File: config.mk
export PLATFORM = sky130hd
export DESIGN_NAME = osp_one_shot_pwm
export DESIGN_NICKNAME = d
export VERILOG_FILES = /design/src/osp_pkg.sv /design/src/osp_one_shot_pwm.sv /design/src/osp_pin_sync.sv
export SDC_FILE = /design/constraint.sdc
export NUM_CORES = 1
export LEC_CHECK = 0
export ABC_AREA = 1
export BUFFER_PORTS_ARGS = -buffer_cell sky130_fd_sc_hd__buf_4
export CAP_MARGIN = 30
export CORE_MARGIN = 2
export CORE_UTILIZATION = 47
export CTS_CLUSTER_SIZE = 8
export DETAILED_ROUTE_END_ITERATION = 16
export PLACE_DENSITY_LB_ADDON = 0.3
export REMOVE_ABC_BUFFERS = 1
export SKIP_LAST_GASP = 1
export SYNTH_ARGS = -nofsm -noshare
export SYNTH_HDL_FRONTEND = slang
export SYNTH_HIERARCHICAL = 1
export SYNTH_SLANG_ARGS = --single-unit
export TNS_END_PERCENT = 100
File: constraint.sdc
create_clock -name REF_CLK -period 3.4 [get_ports REF_CLK]
set_input_delay 0.51 -clock REF_CLK [delete_from_list [all_inputs] [get_ports REF_CLK]]
set_output_delay 0.51 -clock REF_CLK [all_outputs]
set_load 0.01 [all_outputs]
File: src/osp_pkg.sv
// Package: register map, field positions, reset values and carrier types
package osp_pkg;
  localparam logic [7:0] ADR_MODE = 8'h00;
  localparam logic [7:0] ADR_CTRL1 = 8'h04;
  localparam logic [7:0] ADR_CTRL2 = 8'h08;
  localparam logic [7:0] ADR_COUNT = 8'h0C;
  localparam logic [7:0] ADR_PERIOD = 8'h10;
  localparam logic [7:0] ADR_END = 8'h14;
  localparam logic [7:0] ADR_WAIT = 8'h18;
  localparam logic [7:0] ADR_BUF = 8'h1C;
  localparam logic [7:0] ADR_STAT = 8'h20;

  localparam int MODE_RUN = 0;
  localparam int MODE_EN = 1;
  localparam int MODE_BUF = 2;
  localparam int MODE_CUT = 3;
  localparam int MODE_ADC = 4;
  localparam int MODE_FILT = 5;
  localparam int CTRL1_POL = 1;
  localparam int CTRL1_SRC = 4;
  localparam int CTRL1_CLR = 7;
  localparam int CTRL2_STOP = 5;
  localparam int CTRL2_EDGE = 6;
  localparam int EV_A = 0;
  localparam int EV_B = 1;
  localparam int EV_C = 2;
  localparam int EV_OVF = 3;
  localparam int PIN_TRIG = 0;
  localparam int PIN_ECLK = 1;
  localparam int PIN_CUT = 2;
  localparam int NPINS = 3;

  localparam logic [5:0] MODE_RST = 6'h00;
  localparam logic [7:0] CTRL1_RST = 8'h00;
  localparam logic [7:0] CTRL2_RST = 8'h00;
  localparam logic [7:0] CTRL2_ONES = 8'h18;
  localparam logic [15:0] COUNT_RST = 16'h0000;
  localparam logic [15:0] CMP_RST = 16'hFFFF;
  localparam logic [15:0] COUNT_MAX = 16'hFFFF;

  typedef enum logic [2:0] {
    SRC_F1 = 3'h0, SRC_F2 = 3'h1, SRC_F4 = 3'h2, SRC_F8 = 3'h3,
    SRC_F32 = 3'h4, SRC_EXT = 3'h5, SRC_OSC40 = 3'h6, SRC_OSCDIV = 3'h7
  } osp_src_t;

  typedef enum logic [1:0] {
    EDGE_OFF = 2'h0, EDGE_RISE = 2'h1, EDGE_FALL = 2'h2, EDGE_BOTH = 2'h3
  } osp_edge_t;

  typedef enum logic [2:0] {
    ST_IDLE = 3'b001, ST_ARMED = 3'b010, ST_COUNT = 3'b100
  } osp_fsm_t;

  typedef struct packed {
    logic level;
    logic rise;
    logic fall;
  } osp_pin_t;

  typedef struct packed {
    logic s1;
    logic s2;
    logic h1;
    logic h2;
    osp_pin_t q;
  } osp_sync_t;

  typedef struct packed {
    osp_fsm_t fsm;
    logic [5:0] mode;
    logic [7:0] ctrl1;
    logic [7:0] ctrl2;
    logic [15:0] cnt;
    logic [15:0] period;
    logic [15:0] endc;
    logic [15:0] waitc;
    logic [15:0] bufd;
    logic [4:0] div;
    logic [3:0] stat;
    logic active;
    logic oe_n;
    logic irq;
    logic adc;
    logic ack;
    logic [31:0] rdat;
  } osp_state_t;
endpackage

File: src/osp_one_shot_pwm.sv
// Triggered one-shot PWM timer with a classic Wishbone register slave
//
// Local design decisions: the Wishbone slave port and the register addresses.
`timescale 1ns/1ns
// How it works
// - One pulse: wait, active, then inactive
// - Stop bit halts counter as pulse ends
// - Counter steps once per selected source tick
// - Free period is m plus one ticks with clear set
// - Active width is n minus p ticks
// - Start to active is p plus one
// - No trigger or no stop: run starts
// - Trigger and stop set: run waits for edge
// - Run cleared stops, initial level, count kept
// - Period stop: initial level, optional clear
// - Request on compare match and overflow
// - Pulse pin output, channel A trigger
// - Cutoff input disables the pulse driver
// - Counter readable live and writable
// - Trigger edge rising, falling or both
// - Buffered compare, filtering, converter trigger
// - Edge code: off, rise, fall, both
// - Polarity picks initial and active levels
// - Clear bit resets counter on period
// - Three-bit code selects count source
module osp_one_shot_pwm import osp_pkg::*; (
  input wire logic REF_CLK,
  input wire logic RST,
  input wire logic WB_CYC,
  input wire logic WB_STB,
  input wire logic WB_WE,
  input wire logic [7:0] WB_ADR,
  input wire logic [3:0] WB_SEL,
  input wire logic [31:0] WB_DAT_I,
  output logic [31:0] WB_DAT_O,
  output logic WB_ACK,
  input wire logic CHAN_A_I,
  input wire logic EXT_CLK_I,
  input wire logic CUTOFF_N_I,
  input wire logic FAST_OSC_TICK,
  input wire logic FAST_OSC_DIV_TICK,
  output logic PULSE_OUT_O,
  output logic PULSE_OUT_OE_N,
  output logic IRQ_REQ,
  output logic ADC_TRIG
);
  osp_state_t s;
  osp_state_t next_s;
  osp_pin_t pins [NPINS];
  logic [NPINS-1:0] pin_in;
  logic [3:0] ev;
  logic tick;
  logic trig_hit;
  logic run;
  logic en;
  logic stop;
  logic clr;
  logic trig_mode;
  logic req;
  logic cnt_wr;
  osp_edge_t edge_sel;
  osp_src_t src;

  function automatic logic [31:0] lanes(input logic [31:0] old, input logic [31:0] d,
                                        input logic [3:0] sel);
    logic [31:0] r;
    r = old;
    for (int i = 0; i < 4; i++) begin
      if (sel[i]) begin
        r[8*i +: 8] = d[8*i +: 8];
      end
    end
    return r;
  endfunction

  // Trigger shares channel A; cutoff shares the external interrupt pin
  assign pin_in = {CUTOFF_N_I, EXT_CLK_I, CHAN_A_I};

  genvar g;
  generate
    for (g = 0; g < NPINS; g++) begin : g_pin
      osp_pin_sync u_sync (
        .clk(REF_CLK),
        .rst(RST),
        .pin(pin_in[g]),
        .filt_en(s.mode[MODE_FILT]),
        .q(pins[g])
      );
    end
  endgenerate

  assign run = s.mode[MODE_RUN];
  assign en = s.mode[MODE_EN];
  assign stop = s.ctrl2[CTRL2_STOP];
  assign clr = s.ctrl1[CTRL1_CLR];
  assign edge_sel = osp_edge_t'(s.ctrl2[CTRL2_EDGE +: 2]);
  assign src = osp_src_t'(s.ctrl1[CTRL1_SRC +: 3]);
  assign trig_mode = (edge_sel != EDGE_OFF) && stop;
  assign req = WB_CYC & WB_STB & ~s.ack;
  assign cnt_wr = req & WB_WE & (WB_ADR[7:2] == ADR_COUNT[7:2]);

  always_comb begin
    unique case (src)
      SRC_F1: tick = 1'b1;
      SRC_F2: tick = s.div[0];
      SRC_F4: tick = &s.div[1:0];
      SRC_F8: tick = &s.div[2:0];
      SRC_F32: tick = &s.div[4:0];
      SRC_EXT: tick = pins[PIN_ECLK].rise;
      SRC_OSC40: tick = FAST_OSC_TICK;
      SRC_OSCDIV: tick = FAST_OSC_DIV_TICK;
    endcase
  end

  always_comb begin
    unique case (edge_sel)
      EDGE_OFF: trig_hit = 1'b0;
      EDGE_RISE: trig_hit = pins[PIN_TRIG].rise;
      EDGE_FALL: trig_hit = pins[PIN_TRIG].fall;
      EDGE_BOTH: trig_hit = pins[PIN_TRIG].rise | pins[PIN_TRIG].fall;
    endcase
  end

  always_comb begin
    next_s = s;
    ev = 4'h0;
    next_s.ack = 1'b0;
    next_s.irq = 1'b0;
    next_s.adc = 1'b0;
    next_s.div = s.div + 5'h01;
    unique case (s.fsm)
      ST_IDLE: begin
        next_s.active = 1'b0;
        if (run && en) begin
          next_s.fsm = trig_mode ? ST_ARMED : ST_COUNT;
        end
      end
      ST_ARMED: begin
        next_s.active = 1'b0;
        if (!run || !en) begin
          next_s.fsm = ST_IDLE;
        end else if (trig_hit) begin
          next_s.fsm = ST_COUNT;
        end
      end
      ST_COUNT: begin
        if (!run || !en) begin
          // Counter is left alone so software can read where it stopped
          next_s.fsm = ST_IDLE;
          next_s.active = 1'b0;
        end else if (tick) begin
          next_s.cnt = s.cnt + 16'h0001;
          if (s.cnt == s.waitc) begin
            next_s.active = 1'b1;
            ev[EV_C] = 1'b1;
            next_s.adc = s.mode[MODE_ADC];
          end
          // End match overrides a wait match on the same count
          if (s.cnt == s.endc) begin
            next_s.active = 1'b0;
            ev[EV_B] = 1'b1;
          end
          if (s.cnt == s.period) begin
            ev[EV_A] = 1'b1;
            if (s.mode[MODE_BUF]) begin
              next_s.endc = s.bufd;
            end
            if (stop) begin
              next_s.active = 1'b0;
              next_s.cnt = clr ? COUNT_RST : s.cnt;
              next_s.fsm = trig_mode ? ST_ARMED : ST_IDLE;
              // Without a trigger the run bit drops, else it would restart at once
              if (!trig_mode) begin
                next_s.mode[MODE_RUN] = 1'b0;
              end
            end else if (clr) begin
              next_s.cnt = COUNT_RST;
            end
          end
          if (s.cnt == COUNT_MAX && next_s.cnt == COUNT_RST) begin
            ev[EV_OVF] = 1'b1;
          end
        end
      end
      default: next_s.fsm = ST_IDLE;
    endcase
    next_s.irq = |ev;
    // Flags set by events win over a clear in the same cycle
    next_s.stat = s.stat | ev;
    next_s.oe_n = ~(en & ~(s.mode[MODE_CUT] & ~pins[PIN_CUT].level));
    if (req) begin
      next_s.ack = 1'b1;
      next_s.rdat = 32'h0000_0000;
      unique case (WB_ADR[7:2])
        ADR_MODE[7:2]: next_s.rdat = {26'h000_0000, s.mode};
        ADR_CTRL1[7:2]: next_s.rdat = {24'h00_0000, s.ctrl1};
        ADR_CTRL2[7:2]: next_s.rdat = {24'h00_0000, s.ctrl2 | CTRL2_ONES};
        ADR_COUNT[7:2]: next_s.rdat = {16'h0000, s.cnt};
        ADR_PERIOD[7:2]: next_s.rdat = {16'h0000, s.period};
        ADR_END[7:2]: next_s.rdat = {16'h0000, s.endc};
        ADR_WAIT[7:2]: next_s.rdat = {16'h0000, s.waitc};
        ADR_BUF[7:2]: next_s.rdat = {16'h0000, s.bufd};
        ADR_STAT[7:2]: next_s.rdat = {27'h000_0000, s.fsm == ST_COUNT, s.stat};
        default: next_s.rdat = 32'h0000_0000;
      endcase
      if (WB_WE) begin
        unique case (WB_ADR[7:2])
          ADR_MODE[7:2]: next_s.mode = 6'(lanes({26'h0, s.mode}, WB_DAT_I, WB_SEL));
          ADR_CTRL1[7:2]: next_s.ctrl1 = 8'(lanes({24'h0, s.ctrl1}, WB_DAT_I, WB_SEL));
          ADR_CTRL2[7:2]: next_s.ctrl2 = 8'(lanes({24'h0, s.ctrl2}, WB_DAT_I, WB_SEL))
                                         & ~CTRL2_ONES;
          ADR_COUNT[7:2]: next_s.cnt = 16'(lanes({16'h0, s.cnt}, WB_DAT_I, WB_SEL));
          ADR_PERIOD[7:2]: next_s.period = 16'(lanes({16'h0, s.period}, WB_DAT_I, WB_SEL));
          ADR_END[7:2]: next_s.endc = 16'(lanes({16'h0, s.endc}, WB_DAT_I, WB_SEL));
          ADR_WAIT[7:2]: next_s.waitc = 16'(lanes({16'h0, s.waitc}, WB_DAT_I, WB_SEL));
          ADR_BUF[7:2]: next_s.bufd = 16'(lanes({16'h0, s.bufd}, WB_DAT_I, WB_SEL));
          ADR_STAT[7:2]: next_s.stat = (s.stat & ~(WB_SEL[0] ? WB_DAT_I[3:0] : 4'h0)) | ev;
          default: next_s.stat = next_s.stat;
        endcase
      end
    end
  end

  always_ff @(posedge REF_CLK) begin
    if (RST) begin
      s.fsm <= ST_IDLE;
      s.mode <= MODE_RST;
      s.ctrl1 <= CTRL1_RST;
      s.ctrl2 <= CTRL2_RST;
      s.cnt <= COUNT_RST;
      s.period <= CMP_RST;
      s.endc <= CMP_RST;
      s.waitc <= CMP_RST;
      s.bufd <= CMP_RST;
      s.div <= 5'h00;
      s.stat <= 4'h0;
      s.active <= 1'b0;
      s.oe_n <= 1'b1;
      s.irq <= 1'b0;
      s.adc <= 1'b0;
      s.ack <= 1'b0;
      s.rdat <= 32'h0000_0000;
    end else begin
      s <= next_s;
    end
  end

  assign WB_DAT_O = s.rdat;
  assign WB_ACK = s.ack;
  assign PULSE_OUT_O = s.active ^ s.ctrl1[CTRL1_POL];
  assign PULSE_OUT_OE_N = s.oe_n;
  assign IRQ_REQ = s.irq;
  assign ADC_TRIG = s.adc;
endmodule // osp_one_shot_pwm

File: src/osp_pin_sync.sv
// Pin synchroniser with optional three-sample filter and edge pulses
`timescale 1ns/1ns
module osp_pin_sync import osp_pkg::*; (
  input wire logic clk,
  input wire logic rst,
  input wire logic pin,
  input wire logic filt_en,
  output osp_pin_t q
);
  osp_sync_t s;
  osp_sync_t next_s;
  logic lvl;

  always_comb begin
    next_s = s;
    next_s.s1 = pin;
    next_s.s2 = s.s1;
    next_s.h1 = s.s2;
    next_s.h2 = s.h1;
    lvl = s.q.level;
    // Filter holds the old level until three samples agree
    if (!filt_en) begin
      lvl = s.s2;
    end else if (s.s2 == s.h1 && s.h1 == s.h2) begin
      lvl = s.s2;
    end
    next_s.q.level = lvl;
    next_s.q.rise = lvl & ~s.q.level;
    next_s.q.fall = ~lvl & s.q.level;
  end

  always_ff @(posedge clk) begin
    if (rst) begin
      s <= '0;
    end else begin
      s <= next_s;
    end
  end

  assign q = s.q;
endmodule // osp_pin_sync

==> flow_metrics.env <==
export IMPL_via_per_inst=5.71
export IMPL_cts_sink_count=151
export IMPL_tns_ns=0
export IMPL_final_common_cell="nand2_1"
export IMPL_port_buffers=54
export IMPL_wl_per_cell_um=18.3
export IMPL_maxCapViolCount=0
export IMPL_end_kind="register"
export IMPL_grt_use_total=0.279
export IMPL_clock_root_buffer="clkbuf_16"
export IMPL_drtAntennaViolNets=0
export IMPL_crit_buf_inv=2
export IMPL_drc=0
export IMPL_cts_path_max_buffers=2
export IMPL_setup_viol=0
export IMPL_drv_slew=0
export IMPL_n_antenna_cell=0
export IMPL_switchingPower_mw=1.11
export IMPL_cts_tree="done"
export IMPL_core_area_sq_um=18000
export IMPL_leakage_nw=4.57
export IMPL_syn_to_final_growth_pct=10.6
export IMPL_critPathKind="reg -> reg"
export IMPL_ir_worst_vdd_uv=363
export IMPL_vias=8615
export IMPL_totalWireLength_um=27500
export IMPL_worstHoldPathType="in -> reg"
export IMPL_post_route_period_util=0.770
export IMPL_worst_ep_required_time_ns=3.75
export IMPL_critPathMaxFanout=15
export IMPL_mostFrequentLayoutCells="nand2_1, dfxtp_1, inv_1"
export IMPL_cts_buffers=17
export IMPL_power_frac_clock=0.468
export IMPL_fp_dieH_um=139
export IMPL_drive_gt1_frac=0.131
export IMPL_worstMarginPinSlew_ns=0.813
export IMPL_crit_chain="inv_2 > nand2_1 > nand2_2 > nor2_4 > nand2_2 > nor2_4 > nand2_4 > nand2_1 > inv_1 > a31oi_1 > nand4_1 > a21oi_1"
export IMPL_hold_viol=0
export IMPL_syn_mean_instance_area_sq_um=6.85
export IMPL_power_density_nw_per_um2=428
export IMPL_cts_setup_buffers=0
export IMPL_htreeDepth=4
export IMPL_drtIter0Drc=973
export IMPL_power_internal_mw=2.95
export IMPL_max_slew_margin=0.458
export IMPL_cts_resized=0
export IMPL_crit_path_max_incr_delay_ns=0.67
export IMPL_cts_hold_buffers=0
export IMPL_cts_clk_slew_worst_paths_ns=0.07
export IMPL_cp_arrival_ns=2.97
export IMPL_ys_warn_count=6
export IMPL_seq_power_share=0.448
export IMPL_io_pins=91
export IMPL_final_nets=1324
export IMPL_syn_inst=1253
export IMPL_hpwl_um=19900
export IMPL_skew_ns=0.0109
export IMPL_rsz0062_at_grt="no"
export IMPL_gp_congestion=0.989
export IMPL_cp_slowest_cell="dfxtp_1"
export IMPL_insertion_delay_ns=0.44
export IMPL_syn_cell_area_sq_um=8580
export IMPL_start_kind="register"
export IMPL_grt_pass1_wl_um=42400
export IMPL_die_area_sq_um=19300
export IMPL_sw_frac_of_total=0.274
export IMPL_clock_fmax_mhz=382
export IMPL_die_w_um=139
export IMPL_grt_max_degree=53
export IMPL_initial_core_util=0.478
export IMPL_dr_pass1_iters=6
export IMPL_hold_worst_slack_ns=0.273
export IMPL_min_period_ns=2.62
export IMPL_fin_util=0.528
export IMPL_overflow=0
export IMPL_status="complete, no violations"
export IMPL_fp_row_count=49
export IMPL_grt_pass1_vias=7710
export IMPL_power_frac_comb=0.084
export IMPL_grt_antenna_before_repair=0
export IMPL_path_delay_family="simple AND/OR/NAND/NOR gates"
[path summary, 6_finish.rpt]
kind                                                      startpoint                                   end  slack (ns)  depth (start not counted)
worst max-delay path                             s[115]$_SDFFE_PP0P_                    IRQ_REQ$_SDFF_PP0_        0.78                         12
worst min-delay path                                       EXT_CLK_I  g_pin[1].u_sync/next_s[5]$_SDFF_PP0_        0.27                          3
worst max register to register                   s[115]$_SDFFE_PP0P_                    IRQ_REQ$_SDFF_PP0_        0.78                         12
worst min register to register  g_pin[1].u_sync/next_s[5]$_SDFF_PP0_  g_pin[1].u_sync/next_s[4]$_SDFF_PP0_        0.41                          2
[worst reg2reg max path, cell delays in order, from the launching register on]
cell,delay (ns)
dfxtp_1,0.67
inv_2,0.23
nand2_1,0.13
nand2_2,0.07
nor2_4,0.08
nand2_2,0.06
nor2_4,0.16
nand2_4,0.17
nand2_1,0.10
inv_1,0.04
a31oi_1,0.23
nand4_1,0.30
a21oi_1,0.28
[stage by stage]
stage | cells | setup WS [ns] | area [sq um] | power, mW
2_1_floorplan | 1175 | 1.07 | 8060 | 2.06
6_report | 1508 | 0.781 | 9480 | 4.06
3_3_place_gp | 1476 | 0.760 | 8900 | 2.19
5_1_grt | 1508 | 0.584 | 9480 | 4.20
3_5_place_dp | 1476 | 0.727 | 8900 | 2.20
4_1_cts | 1508 | 0.879 | 9480 | 4.07
[layer usage]
layer / vias up / track usage / routed length, um
met5: - / 0 / 0
met4: 0 / 0.110 / 846
met3: 67 / 0.0608 / 3070
met2: 479 / 0.419 / 12000
met1: 3936 / 0.392 / 11600
li1: 4133 / - / -
[power groups by stage]
| stage | clock (mW) | combinational [mW] | sequential (mW) |
|---|---|---|---|
| after floorplan | 0 | 0.199 | 1.86 |
| after global placement | 0 | 0.329 | 1.86 |
| after detailed placement | 0 | 0.336 | 1.86 |
| after CTS | 1.91 | 0.338 | 1.82 |
| after global routing | 1.99 | 0.383 | 1.82 |
| final | 1.90 | 0.342 | 1.82 |
[sequential cells by signal (all words and copies together), names as in the netlist]
signal,flops
WB_ACK,1
g_pin.u_sync/q,6
edge_sel,2
ADC_TRIG,1
run,1
PULSE_OUT_OE_N,1
WB_DAT_O,16
g_pin.u_sync/s,3
en,1
s,108
g_pin.u_sync/next_s,9
IRQ_REQ,1
clr,1
[cell type report]
cell class | instances | area, sq um
clock buffer | 18 | 429
clock inverter | 14 | 156
inverter | 176 | 664
sequential | 151 | 3020
multi-input combinational | 848 | 4370
fill | 1827 | 8480
timing repair buffer | 72 | 553
tap | 229 | 287
(Power assumes the default switching activity.)
